--- src/tmc_pkg.sv ---
// Package: constants, enums and state structs of the timer module common framework
package tmc_pkg;
    localparam int NUM_TMR = 4;
    localparam int NUM_INV = 2;
    localparam int AW = 6;
    localparam int DW = 16;
    // ----------------------------------------------------------------
    // Register map: timer t at t*8, globals above
    // ----------------------------------------------------------------
    localparam logic [2:0] REG_CTRL0 = 3'h0;
    localparam logic [2:0] REG_CTRL1 = 3'h1;
    localparam logic [2:0] REG_CNT = 3'h2;
    localparam logic [2:0] REG_CCRA = 3'h3;
    localparam logic [2:0] REG_CCRP = 3'h4;
    localparam logic [AW-1:0] ADDR_INT_STAT = 6'h20;
    localparam logic [AW-1:0] ADDR_INT_MASK = 6'h21;
    localparam int C0_PAUSE = 7;
    localparam int C0_CLK_LSB = 4;
    localparam int C0_ON = 3;
    localparam int C0_CAPSRC = 0;
    localparam int C1_MODE_LSB = 6;
    localparam int C1_IO_LSB = 4;
    localparam int C1_OC = 3;
    localparam int C1_POL = 2;
    localparam int C1_CCLR = 0;
    localparam logic [2:0] CK_SYS4 = 3'h0;
    localparam logic [2:0] CK_SYS = 3'h1;
    localparam logic [2:0] CK_H16 = 3'h2;
    localparam logic [2:0] CK_H64 = 3'h3;
    localparam logic [2:0] CK_EXT_RISE = 3'h6;
    localparam logic [2:0] CK_EXT_FALL = 3'h7;
    localparam logic [1:0] IO_LOW = 2'h1;
    localparam logic [1:0] IO_HIGH = 2'h2;
    localparam logic [1:0] IO_TOGGLE = 2'h3;
    localparam logic [1:0] CAP_RISE = 2'h0;
    localparam logic [1:0] CAP_FALL = 2'h1;
    localparam logic [1:0] CAP_BOTH = 2'h2;
    localparam logic [1:0] IO_SINGLE = 2'h3;
    localparam logic [15:0] CNT_TOP = 16'hFFFF;
    localparam logic [5:0] DIV_RST = 6'h00;

    typedef enum logic [1:0] {MODE_CMP, MODE_CAP, MODE_PWM, MODE_TMR} tmc_mode_t;

    typedef struct packed {
        logic [AW-1:0] addr;
        logic [DW-1:0] wdata;
        logic wr;
        logic rd;
    } tmc_bus_t;

    typedef struct packed {
        logic pause;
        logic [2:0] clksel;
        logic on;
        logic capsrc;
        tmc_mode_t mode;
        logic [1:0] io;
        logic oc;
        logic pol;
        logic cclr;
        logic [15:0] cnt;
        logic [15:0] ccra;
        logic [7:0] ccrp;
        logic out;
        logic pulse_run;
    } tmc_tmr_t;

    typedef struct packed {
        logic [NUM_TMR-1:0] ext_s1;
        logic [NUM_TMR-1:0] ext_s2;
        logic [NUM_TMR-1:0] ext_s3;
        logic [NUM_TMR-1:0] cap_s1;
        logic [NUM_TMR-1:0] cap_s2;
        logic [NUM_TMR-1:0] cap_s3;
        logic [5:0] div;
        logic [2*NUM_TMR-1:0] status;
        logic [2*NUM_TMR-1:0] mask;
        logic [DW-1:0] rdata;
        logic [NUM_INV-1:0] inv;
        tmc_tmr_t [NUM_TMR-1:0] tmr;
    } tmc_state_t;
endpackage

--- src/tmc_top.sv ---
// Four-channel timer block: standard timer at index 0, periodic timers at 1 to 3
//
// Implementation choices: the strobed register port and the address map.
`timescale 1ns/1ps
module tmc_top import tmc_pkg::*; (
    input wire logic core_clk_in,
    input wire logic rst_n_in,
    input wire tmc_bus_t bus_in,
    input wire logic sub_tick_in,
    input wire logic [NUM_TMR-1:0] ext_clk_in,
    input wire logic [NUM_TMR-1:0] capture_in,
    output logic [DW-1:0] rdata_out,
    output logic [NUM_TMR-1:0] out_pin_out,
    output logic [NUM_INV-1:0] inv_pin_out,
    output logic irq_out
);
    // ----------------------------------------------------------------
    // Helpers
    // ----------------------------------------------------------------
    // High clock is taken as the core clock; sub clock arrives as a one-cycle tick
    function automatic logic tick_sel(input logic [2:0] sel, input logic [5:0] div,
                                      input logic sub, input logic rise, input logic fall);
        case (sel)
            CK_SYS4: tick_sel = (div[1:0] == 2'h3);
            CK_SYS: tick_sel = 1'b1;
            CK_H16: tick_sel = (div[3:0] == 4'hF);
            CK_H64: tick_sel = (div == 6'h3F);
            CK_EXT_RISE: tick_sel = rise;
            CK_EXT_FALL: tick_sel = fall;
            default: tick_sel = sub;
        endcase
    endfunction

    // Comparator P sees the top byte; zero stands for a full 16-bit wrap
    function automatic logic p_hit(input logic [15:0] cnt, input logic [7:0] ccrp);
        if (ccrp == 8'h00) begin
            p_hit = (cnt == CNT_TOP);
        end else begin
            p_hit = (cnt == {ccrp, 8'h00});
        end
    endfunction

    tmc_state_t s_r;
    tmc_state_t s_nxt;
    logic [NUM_TMR-1:0] ext_rise;
    logic [NUM_TMR-1:0] ext_fall;
    logic [NUM_TMR-1:0] tick;
    logic [NUM_TMR-1:0] cap_evt;
    logic [NUM_TMR-1:0] match_a;
    logic [NUM_TMR-1:0] match_p;
    logic [NUM_TMR-1:0] start;
    logic tmr_hit;
    logic [2:0] rsel;
    logic [1:0] tsel;
    logic [2*NUM_TMR-1:0] clr_mask;

    // ----------------------------------------------------------------
    // Next-state logic
    // ----------------------------------------------------------------
    always_comb begin
        tmc_tmr_t t;
        tmc_tmr_t nt;
        logic crise;
        logic cfall;
        logic active;
        t = '0;
        nt = '0;
        crise = 1'b0;
        cfall = 1'b0;
        active = 1'b0;
        s_nxt = s_r;
        // Two flops per pin, a third only for edge history
        s_nxt.ext_s1 = ext_clk_in;
        s_nxt.ext_s2 = s_r.ext_s1;
        s_nxt.ext_s3 = s_r.ext_s2;
        s_nxt.cap_s1 = capture_in;
        s_nxt.cap_s2 = s_r.cap_s1;
        s_nxt.cap_s3 = s_r.cap_s2;
        s_nxt.div = s_r.div + 6'h01;
        ext_rise = s_r.ext_s2 & ~s_r.ext_s3;
        ext_fall = ~s_r.ext_s2 & s_r.ext_s3;
        tmr_hit = (bus_in.addr[AW-1] == 1'b0);
        tsel = bus_in.addr[4:3];
        rsel = bus_in.addr[2:0];
        clr_mask = '0;
        if (bus_in.wr && bus_in.addr == ADDR_INT_STAT) begin
            clr_mask = bus_in.wdata[2*NUM_TMR-1:0];
        end
        if (bus_in.wr && bus_in.addr == ADDR_INT_MASK) begin
            s_nxt.mask = bus_in.wdata[2*NUM_TMR-1:0];
        end
        s_nxt.status = s_r.status & ~clr_mask;
        for (int i = 0; i < NUM_TMR; i++) begin
            t = s_r.tmr[i];
            nt = t;
            start[i] = 1'b0;
            // Register writes first, so hardware events below override them
            if (bus_in.wr && tmr_hit && tsel == 2'(i)) begin
                case (rsel)
                    REG_CTRL0: begin
                        nt.pause = bus_in.wdata[C0_PAUSE];
                        nt.clksel = bus_in.wdata[C0_CLK_LSB +: 3];
                        nt.on = bus_in.wdata[C0_ON];
                        nt.capsrc = bus_in.wdata[C0_CAPSRC] && (i != 0);
                        start[i] = bus_in.wdata[C0_ON] && !t.on;
                    end
                    REG_CTRL1: begin
                        nt.mode = tmc_mode_t'(bus_in.wdata[C1_MODE_LSB +: 2]);
                        nt.io = bus_in.wdata[C1_IO_LSB +: 2];
                        nt.oc = bus_in.wdata[C1_OC];
                        nt.pol = bus_in.wdata[C1_POL];
                        nt.cclr = bus_in.wdata[C1_CCLR];
                    end
                    REG_CCRA: nt.ccra = bus_in.wdata;
                    REG_CCRP: nt.ccrp = bus_in.wdata[7:0];
                    default: nt.cnt = t.cnt;
                endcase
            end
            // Turning on restarts the count and, in compare mode only, restores the initial output level
            if (start[i]) begin
                nt.cnt = '0;
                nt.pulse_run = 1'b0;
                if (nt.mode == MODE_CMP) begin
                    nt.out = nt.oc;
                end
            end
            // Periodic timers may take the clock pin as capture source
            crise = t.capsrc ? ext_rise[i] : (s_r.cap_s2[i] & ~s_r.cap_s3[i]);
            cfall = t.capsrc ? ext_fall[i] : (~s_r.cap_s2[i] & s_r.cap_s3[i]);
            tick[i] = tick_sel(t.clksel, s_r.div, sub_tick_in,
                               ext_rise[i], ext_fall[i]);
            active = t.on && !start[i] && tick[i] && !t.pause &&
                     !(t.mode == MODE_PWM && t.io == IO_SINGLE && !t.pulse_run);
            match_a[i] = active && (t.mode != MODE_CAP) && (t.cnt == t.ccra);
            match_p[i] = active && p_hit(t.cnt, t.ccrp);
            cap_evt[i] = t.on && (t.mode == MODE_CAP) &&
                         (((t.io == CAP_RISE || t.io == CAP_BOTH) && crise) ||
                          ((t.io == CAP_FALL || t.io == CAP_BOTH) && cfall));
            if (active) begin
                nt.cnt = (match_p[i] || (match_a[i] && t.cclr)) ? '0 : t.cnt + 16'h0001;
            end
            if (t.on && !start[i]) begin
                case (t.mode)
                    MODE_CMP: begin
                        if (match_a[i]) begin
                            case (t.io)
                                IO_LOW: nt.out = 1'b0;
                                IO_HIGH: nt.out = 1'b1;
                                IO_TOGGLE: nt.out = !t.out;
                                default: nt.out = t.out;
                            endcase
                        end
                    end
                    MODE_CAP: begin
                        if (cap_evt[i]) begin
                            nt.ccra = t.cnt;
                        end
                    end
                    MODE_PWM: begin
                        if (t.io == IO_SINGLE) begin
                            // Clock pin edge fires one pulse; comparator A ends it
                            if (ext_rise[i] && !t.pulse_run) begin
                                nt.pulse_run = 1'b1;
                                nt.cnt = '0;
                                nt.out = !t.pol;
                            end else if (match_a[i]) begin
                                nt.pulse_run = 1'b0;
                                nt.out = t.pol;
                            end
                        end else begin
                            nt.out = t.pol ^ (t.cnt < t.ccra);
                        end
                    end
                    default: nt.out = t.out;
                endcase
            end
            // Set wins over a clear in the same cycle
            s_nxt.status[2*i] = s_nxt.status[2*i] | match_a[i] | cap_evt[i];
            s_nxt.status[2*i+1] = s_nxt.status[2*i+1] | match_p[i];
            s_nxt.tmr[i] = nt;
        end
        // Complement pins only exist on the first two timers
        s_nxt.inv = ~{s_nxt.tmr[1].out, s_nxt.tmr[0].out};
        s_nxt.rdata = '0;
        if (bus_in.rd) begin
            if (bus_in.addr == ADDR_INT_STAT) begin
                s_nxt.rdata = DW'(s_r.status);
            end else if (bus_in.addr == ADDR_INT_MASK) begin
                s_nxt.rdata = DW'(s_r.mask);
            end else if (tmr_hit) begin
                t = s_r.tmr[tsel];
                case (rsel)
                    REG_CTRL0: begin
                        s_nxt.rdata[C0_PAUSE] = t.pause;
                        s_nxt.rdata[C0_CLK_LSB +: 3] = t.clksel;
                        s_nxt.rdata[C0_ON] = t.on;
                        s_nxt.rdata[C0_CAPSRC] = t.capsrc;
                    end
                    REG_CTRL1: begin
                        s_nxt.rdata[C1_MODE_LSB +: 2] = t.mode;
                        s_nxt.rdata[C1_IO_LSB +: 2] = t.io;
                        s_nxt.rdata[C1_OC] = t.oc;
                        s_nxt.rdata[C1_POL] = t.pol;
                        s_nxt.rdata[C1_CCLR] = t.cclr;
                    end
                    REG_CNT: s_nxt.rdata = t.cnt;
                    REG_CCRA: s_nxt.rdata = t.ccra;
                    REG_CCRP: s_nxt.rdata = DW'(t.ccrp);
                    default: s_nxt.rdata = '0;
                endcase
            end
        end
    end

    // ----------------------------------------------------------------
    // State register
    // ----------------------------------------------------------------
    always_ff @(posedge core_clk_in or negedge rst_n_in) begin
        if (!rst_n_in) begin
            s_r <= '0;
            s_r.div <= DIV_RST;
            s_r.inv <= '1;
        end else begin
            s_r <= s_nxt;
        end
    end

    always_comb begin
        rdata_out = s_r.rdata;
        irq_out = |(s_r.status & s_r.mask);
        inv_pin_out = s_r.inv;
        for (int i = 0; i < NUM_TMR; i++) begin
            out_pin_out[i] = s_r.tmr[i].out;
        end
    end
endmodule

--- config.mk ---
export PLATFORM = sky130hd
export DESIGN_NAME = tmc_top
export DESIGN_NICKNAME = d
export VERILOG_FILES = /design/src/tmc_pkg.sv /design/src/tmc_top.sv
export SDC_FILE = /design/constraint.sdc
export NUM_CORES = 1
export LEC_CHECK = 0
export BUFFER_PORTS_ARGS = -buffer_cell sky130_fd_sc_hd__buf_4
export CORE_MARGIN = 2
export CORE_UTILIZATION = 45
export CTS_CLUSTER_DIAMETER = 80
export DETAILED_ROUTE_END_ITERATION = 12
export GPL_TIMING_DRIVEN = 0
export SLEW_MARGIN = 20
export SYNTH_ARGS = -nofsm -noshare
export SYNTH_HDL_FRONTEND = slang
export SYNTH_SLANG_ARGS = --single-unit
--- constraint.sdc ---
create_clock -name core_clk_in -period 3.7 [get_ports core_clk_in]
set_input_delay 0 -clock core_clk_in [delete_from_list [all_inputs] [get_ports core_clk_in]]
set_output_delay 0 -clock core_clk_in [all_outputs]
set_load 0.1 [all_outputs]
==> results.md <==
- Entering global routing, the biggest net connects 93 pins.
- The via count of the first global-routing pass came to 14.84k.
- The longest clock path from root to sink contains 3 buffers.
- The number of H-tree levels is 2.
- The run finished with clean final reports.
- The layout-stage area growth over the synthesis result is 14.02%.
- At the worst endpoint, the arrival time is 3.90 ns.
- The die boundary height is 203.3 um.
- When the netlist entered floorplanning its net count stood at 1930.
- The first global-routing pass estimated 92.05 mm of wire.
- The number of violations reported at the end of detailed-routing iteration 0 is about 1.4k.
- The most used flip-flop cell after synthesis is sky130_fd_sc_hd__dfrtp_1.
- The count of maximum capacitance violations is 0.
- The data required time of the worst path is 4.10 ns.
- The first detailed-routing pass ran for 5 iterations.
- The repair_antennas step left the layout with diodes totalling 0.
- Measured in cells, the most critical reg-to-reg path has a length of 10.
- The setup path with the least slack is of type reg -> reg.
- The clock buffer count from CTS is 37.
- The cell area after placement is 18980 um^2.
- The depth of the worst hold-timing path is 4.
- Of all flip-flops after synthesis, the portion carrying an async set or reset was 100.0%.
- The number of flops mapped to enable cells by yosys is 0.
- Setup repair after global routing left no endpoint under its margin.
- The count of nets left with antenna violations once routing finished came out at 0.
- The clock net in this run drives a total of 283 sinks.
- The worst pin sits at a relative slew slack of a little under a third.
- The sum of net half-perimeters after detailed placement is 45.91 mm.
- The number of I/O port buffers is 49.
- The synthesized design devotes to its leading area cell type 39.36% of total area.
- In this run the register-to-register setup slack is 0.20 ns.
- The category of the worst setup path capture point is a flop.
- The I/O pin total is 58.
- The sum of met3 wire segment lengths after detailed routing is around 3.5 mm.
- The total overflow left after global routing is 0.
- Fill cells in the final layout number 3624.
- The number of cells produced by synthesis is between 1.5k and 2k.
- The initial core utilization is 45.91%.
- Between clock sinks in the finished design, the worst skew comes to 0.02326 ns.
- The die covers 41310 um^2.
- The register bit total from synthesis is between 200 and 300.
- The number of hold-slack violations in the final timing report is 0.
- The worst path in the final design needs a cycle of around 3.5 ns, including I/O delays and setup.
- The floorplan step set the die width to around 200 um.
- The final cell area excluding filler cells is 20370 um^2.
- The synthesized area per cell is 9.887 um^2.
- The number of distinct library cell variants in the gate-level netlist after synthesis is 100.
- The max-slew violation count is 0.
- Sorting the synthesized cells by area gives the leading types as sky130_fd_sc_hd__dfrtp_1 39%, sky130_fd_sc_hd__mux4_2 6.6%, sky130_fd_sc_hd__ha_1 6.2%, sky130_fd_sc_hd__mux2_2 5.7%, sky130_fd_sc_hd__mux2i_1 4.3%.
- Cells fill 52.34% of the core in the end.
- The class of the tightest hold or removal check is in -> reg.
- The overall via count from detail_route is 15.23k.
- The root buffer cell chosen for the clock tree is sky130_fd_sc_hd__clkbuf_16.
- The post-CTS setup buffer count is 0.
- The remaining routing DRC violations is 0.
- The setup violation total in the final timing report is 0.
- For this run, the register share of the synthesized area comes to 39.65%.
- Cells with a size suffix above 1 make up 17.52% of the layout.
- In the global route stage, overall resource usage came out at approximately 30%.
- The final layout contains 2043 nets.
- The final critical path takes up approximately 95% of the cycle.
- The cell accounting for the most synthesized area is sky130_fd_sc_hd__dfrtp_1.
- Clock-pin slew was measured on the worst setup and hold paths at roughly 0.060 ns.
- The areal power density over the cells is 513.2 nW/um^2.
- The wire length on met2 is around 28 mm.
- For the pin with the worst max-slew slack, the measured transition is between 1 and 1.5 ns.
- VDD sags by at most 0.3947 mV.
- The TritonCTS clock tree is built.
- The cell area after synthesis is 17870 um^2.
- Dividing the detail-routed wire length by the instance count gives 24.69 um.
- The number of vias per cell is 6.181.
- In this run the top signal layer used is met4.
- The weighted congestion reported at the end of routability-driven placement is 0.9812.
- Adding up every negative setup slack in the final design gives 0 ns.
- Derived from the worst setup path, the maximum achievable clock frequency is 285.6 MHz.
- The clock reaches the later pin of the worst-skew pair after around 0.56 ns.
- The initialized floorplan defines slightly above 70 standard-cell rows.
- The floorplan step defined a core boundary enclosing ~40000 um^2.
- The startpoint type of the worst setup path is a flop.
- The number of warnings reported in the yosys synthesis log is 0.
- The static leakage is 0.009476 uW.
- The detailed router put a total of 25.73 mm of wire on met1.
- The number of antenna violations at the first check in global routing is 1.
- The routed wire length is slightly above 60 mm.
- In this run the worst path has a maximum fanout of 10.
## metal layers
metal  up-vias  GRT usage, %
met5         -             0
met4         0         15.38
met3       161         3.308
met2       649         48.31
met1      7571         39.97
li1       6850             -
## placed cells by master, fill, tap and decap left out, types with 27 or more instances in the layout
| master | n |
|---|---|
| sky130_fd_sc_hd__a21oi_1 | 98 |
| sky130_fd_sc_hd__nor3_1 | 27 |
| sky130_fd_sc_hd__nor2_1 | 92 |
| sky130_fd_sc_hd__mux4_2 | 52 |
| sky130_fd_sc_hd__o21ai_0 | 105 |
| sky130_fd_sc_hd__inv_1 | 105 |
| sky130_fd_sc_hd__nand2_1 | 198 |
| sky130_fd_sc_hd__a21o_1 | 30 |
| sky130_fd_sc_hd__clkbuf_1 | 76 |
| sky130_fd_sc_hd__mux2_2 | 91 |
| sky130_fd_sc_hd__mux2i_1 | 77 |
| sky130_fd_sc_hd__nand3_1 | 41 |
| sky130_fd_sc_hd__ha_1 | 88 |
| sky130_fd_sc_hd__clkbuf_16 | 37 |
| sky130_fd_sc_hd__buf_4 | 72 |
| sky130_fd_sc_hd__dfrtp_1 | 281 |
## critical path, stage by stage, from the launching register on
cell and delay (ns):
sky130_fd_sc_hd__dfrtp_1 0.36, sky130_fd_sc_hd__ha_1 0.38, sky130_fd_sc_hd__nand3_1 0.34, sky130_fd_sc_hd__a21oi_1 0.26, sky130_fd_sc_hd__o311ai_2 0.28, sky130_fd_sc_hd__or4_1 0.74
sky130_fd_sc_hd__o21ai_2 0.36, sky130_fd_sc_hd__buf_2 0.30, sky130_fd_sc_hd__a21oi_1 0.06, sky130_fd_sc_hd__o21ai_1 0.14, sky130_fd_sc_hd__o41ai_1 0.11
## cells in the mapped netlist (6+ instances only)
library cell	n
sky130_fd_sc_hd__a21o_1	30
sky130_fd_sc_hd__a21oi_1	98
sky130_fd_sc_hd__a222oi_1	6
sky130_fd_sc_hd__a22o_1	6
sky130_fd_sc_hd__a31oi_1	12
sky130_fd_sc_hd__and2_1	8
sky130_fd_sc_hd__and3_1	24
sky130_fd_sc_hd__buf_1	6
sky130_fd_sc_hd__buf_2	17
sky130_fd_sc_hd__buf_4	24
sky130_fd_sc_hd__clkbuf_1	72
sky130_fd_sc_hd__dfrtp_1	281
sky130_fd_sc_hd__ha_1	88
sky130_fd_sc_hd__inv_1	105
sky130_fd_sc_hd__mux2_2	91
sky130_fd_sc_hd__mux2i_1	77
sky130_fd_sc_hd__mux4_2	52
sky130_fd_sc_hd__nand2_1	198
sky130_fd_sc_hd__nand2b_1	14
sky130_fd_sc_hd__nand3_1	41
sky130_fd_sc_hd__nand3b_1	10
sky130_fd_sc_hd__nand4_1	24
sky130_fd_sc_hd__nor2_1	92
sky130_fd_sc_hd__nor2b_1	20
sky130_fd_sc_hd__nor3_1	27
sky130_fd_sc_hd__nor3b_1	21
sky130_fd_sc_hd__nor4_1	22
sky130_fd_sc_hd__o211ai_1	11
sky130_fd_sc_hd__o21ai_0	105
sky130_fd_sc_hd__o21ai_1	18
sky130_fd_sc_hd__o221ai_1	7
sky130_fd_sc_hd__o22ai_1	18
sky130_fd_sc_hd__o311a_1	9
sky130_fd_sc_hd__o31ai_1	11
sky130_fd_sc_hd__or3_1	18
sky130_fd_sc_hd__xnor2_1	8
sky130_fd_sc_hd__xor2_1	12
## power breakdown
part	internal (uW)	leakage, uW	switching, uW
Combinational	1150	0.00538	1460
Sequential	3570	0.00351	792
Clock	2050	0.000590	1440
## state kept, by name (all words and copies together), names as in the netlist, named ones only
name,flops
out_pin_out,2
rdata_out,16
inv_pin_out,2
s_r,245
s_nxt,16
## final timing paths
kind | from | end
max in group asynchronous | rst_n_in | inv_pin_out[1]
hold reg to reg | s_nxt[264] | s_nxt[260]
min in group asynchronous | rst_n_in | s_r[39]
hold / removal | bus_in[19] | s_r[211]
setup / recovery | s_r[254] | s_r[148]
setup reg to reg | s_r[254] | s_r[148]
## layout make-up
cell class | count | area, um^2 | share of cell area, %
plain buffers | 121 | 580.6 | 2.850
clock buffers | 48 | 1037 | 5.092
clock inverters | 17 | 125.1 | 0.6142
inverters | 107 | 401.6 | 1.972
multi-input cells | 1296 | 9816 | 48.18
flip-flops and latches | 283 | 7084 | 34.78
well taps | 518 | 648.1 | 3.182
repair buffers | 74 | 678.2 | 3.329
## stage by stage
stage          hold WS (ns)  power [uW]  std cells  worst slack, ns
2_1_floorplan       -0.2956        5956       1807            1.069
6_report            0.02569       10450       2464           0.1990
4_1_cts            0.007966       10460       2464           0.2213
3_5_place_dp       -0.03955        6932       2377           0.2720
5_1_grt             0.06380       10960       2464          0.07233
3_3_place_gp         0.1096        6844       2374          0.01480
## timing repair
item | CTS | global route
endpoints found under the setup margin | 0 | 2
resized for setup | 0 | 1
hold buffers | 22 | 0
hold endpoints to repair | 197 | 0
## cells by family after synthesis
kind of cell	after synthesis	share of synthesized area, %
AOI/OAI and AO/OA	401	14.55
xor gates and xnor gates	20	0.9805
adders and majority gates	88	6.163
buffers and inverters	228	5.498
DFF	283	39.65
muxes	221	16.69
and+or+nand+nor	566	16.47
(Power assumes the default switching activity.)
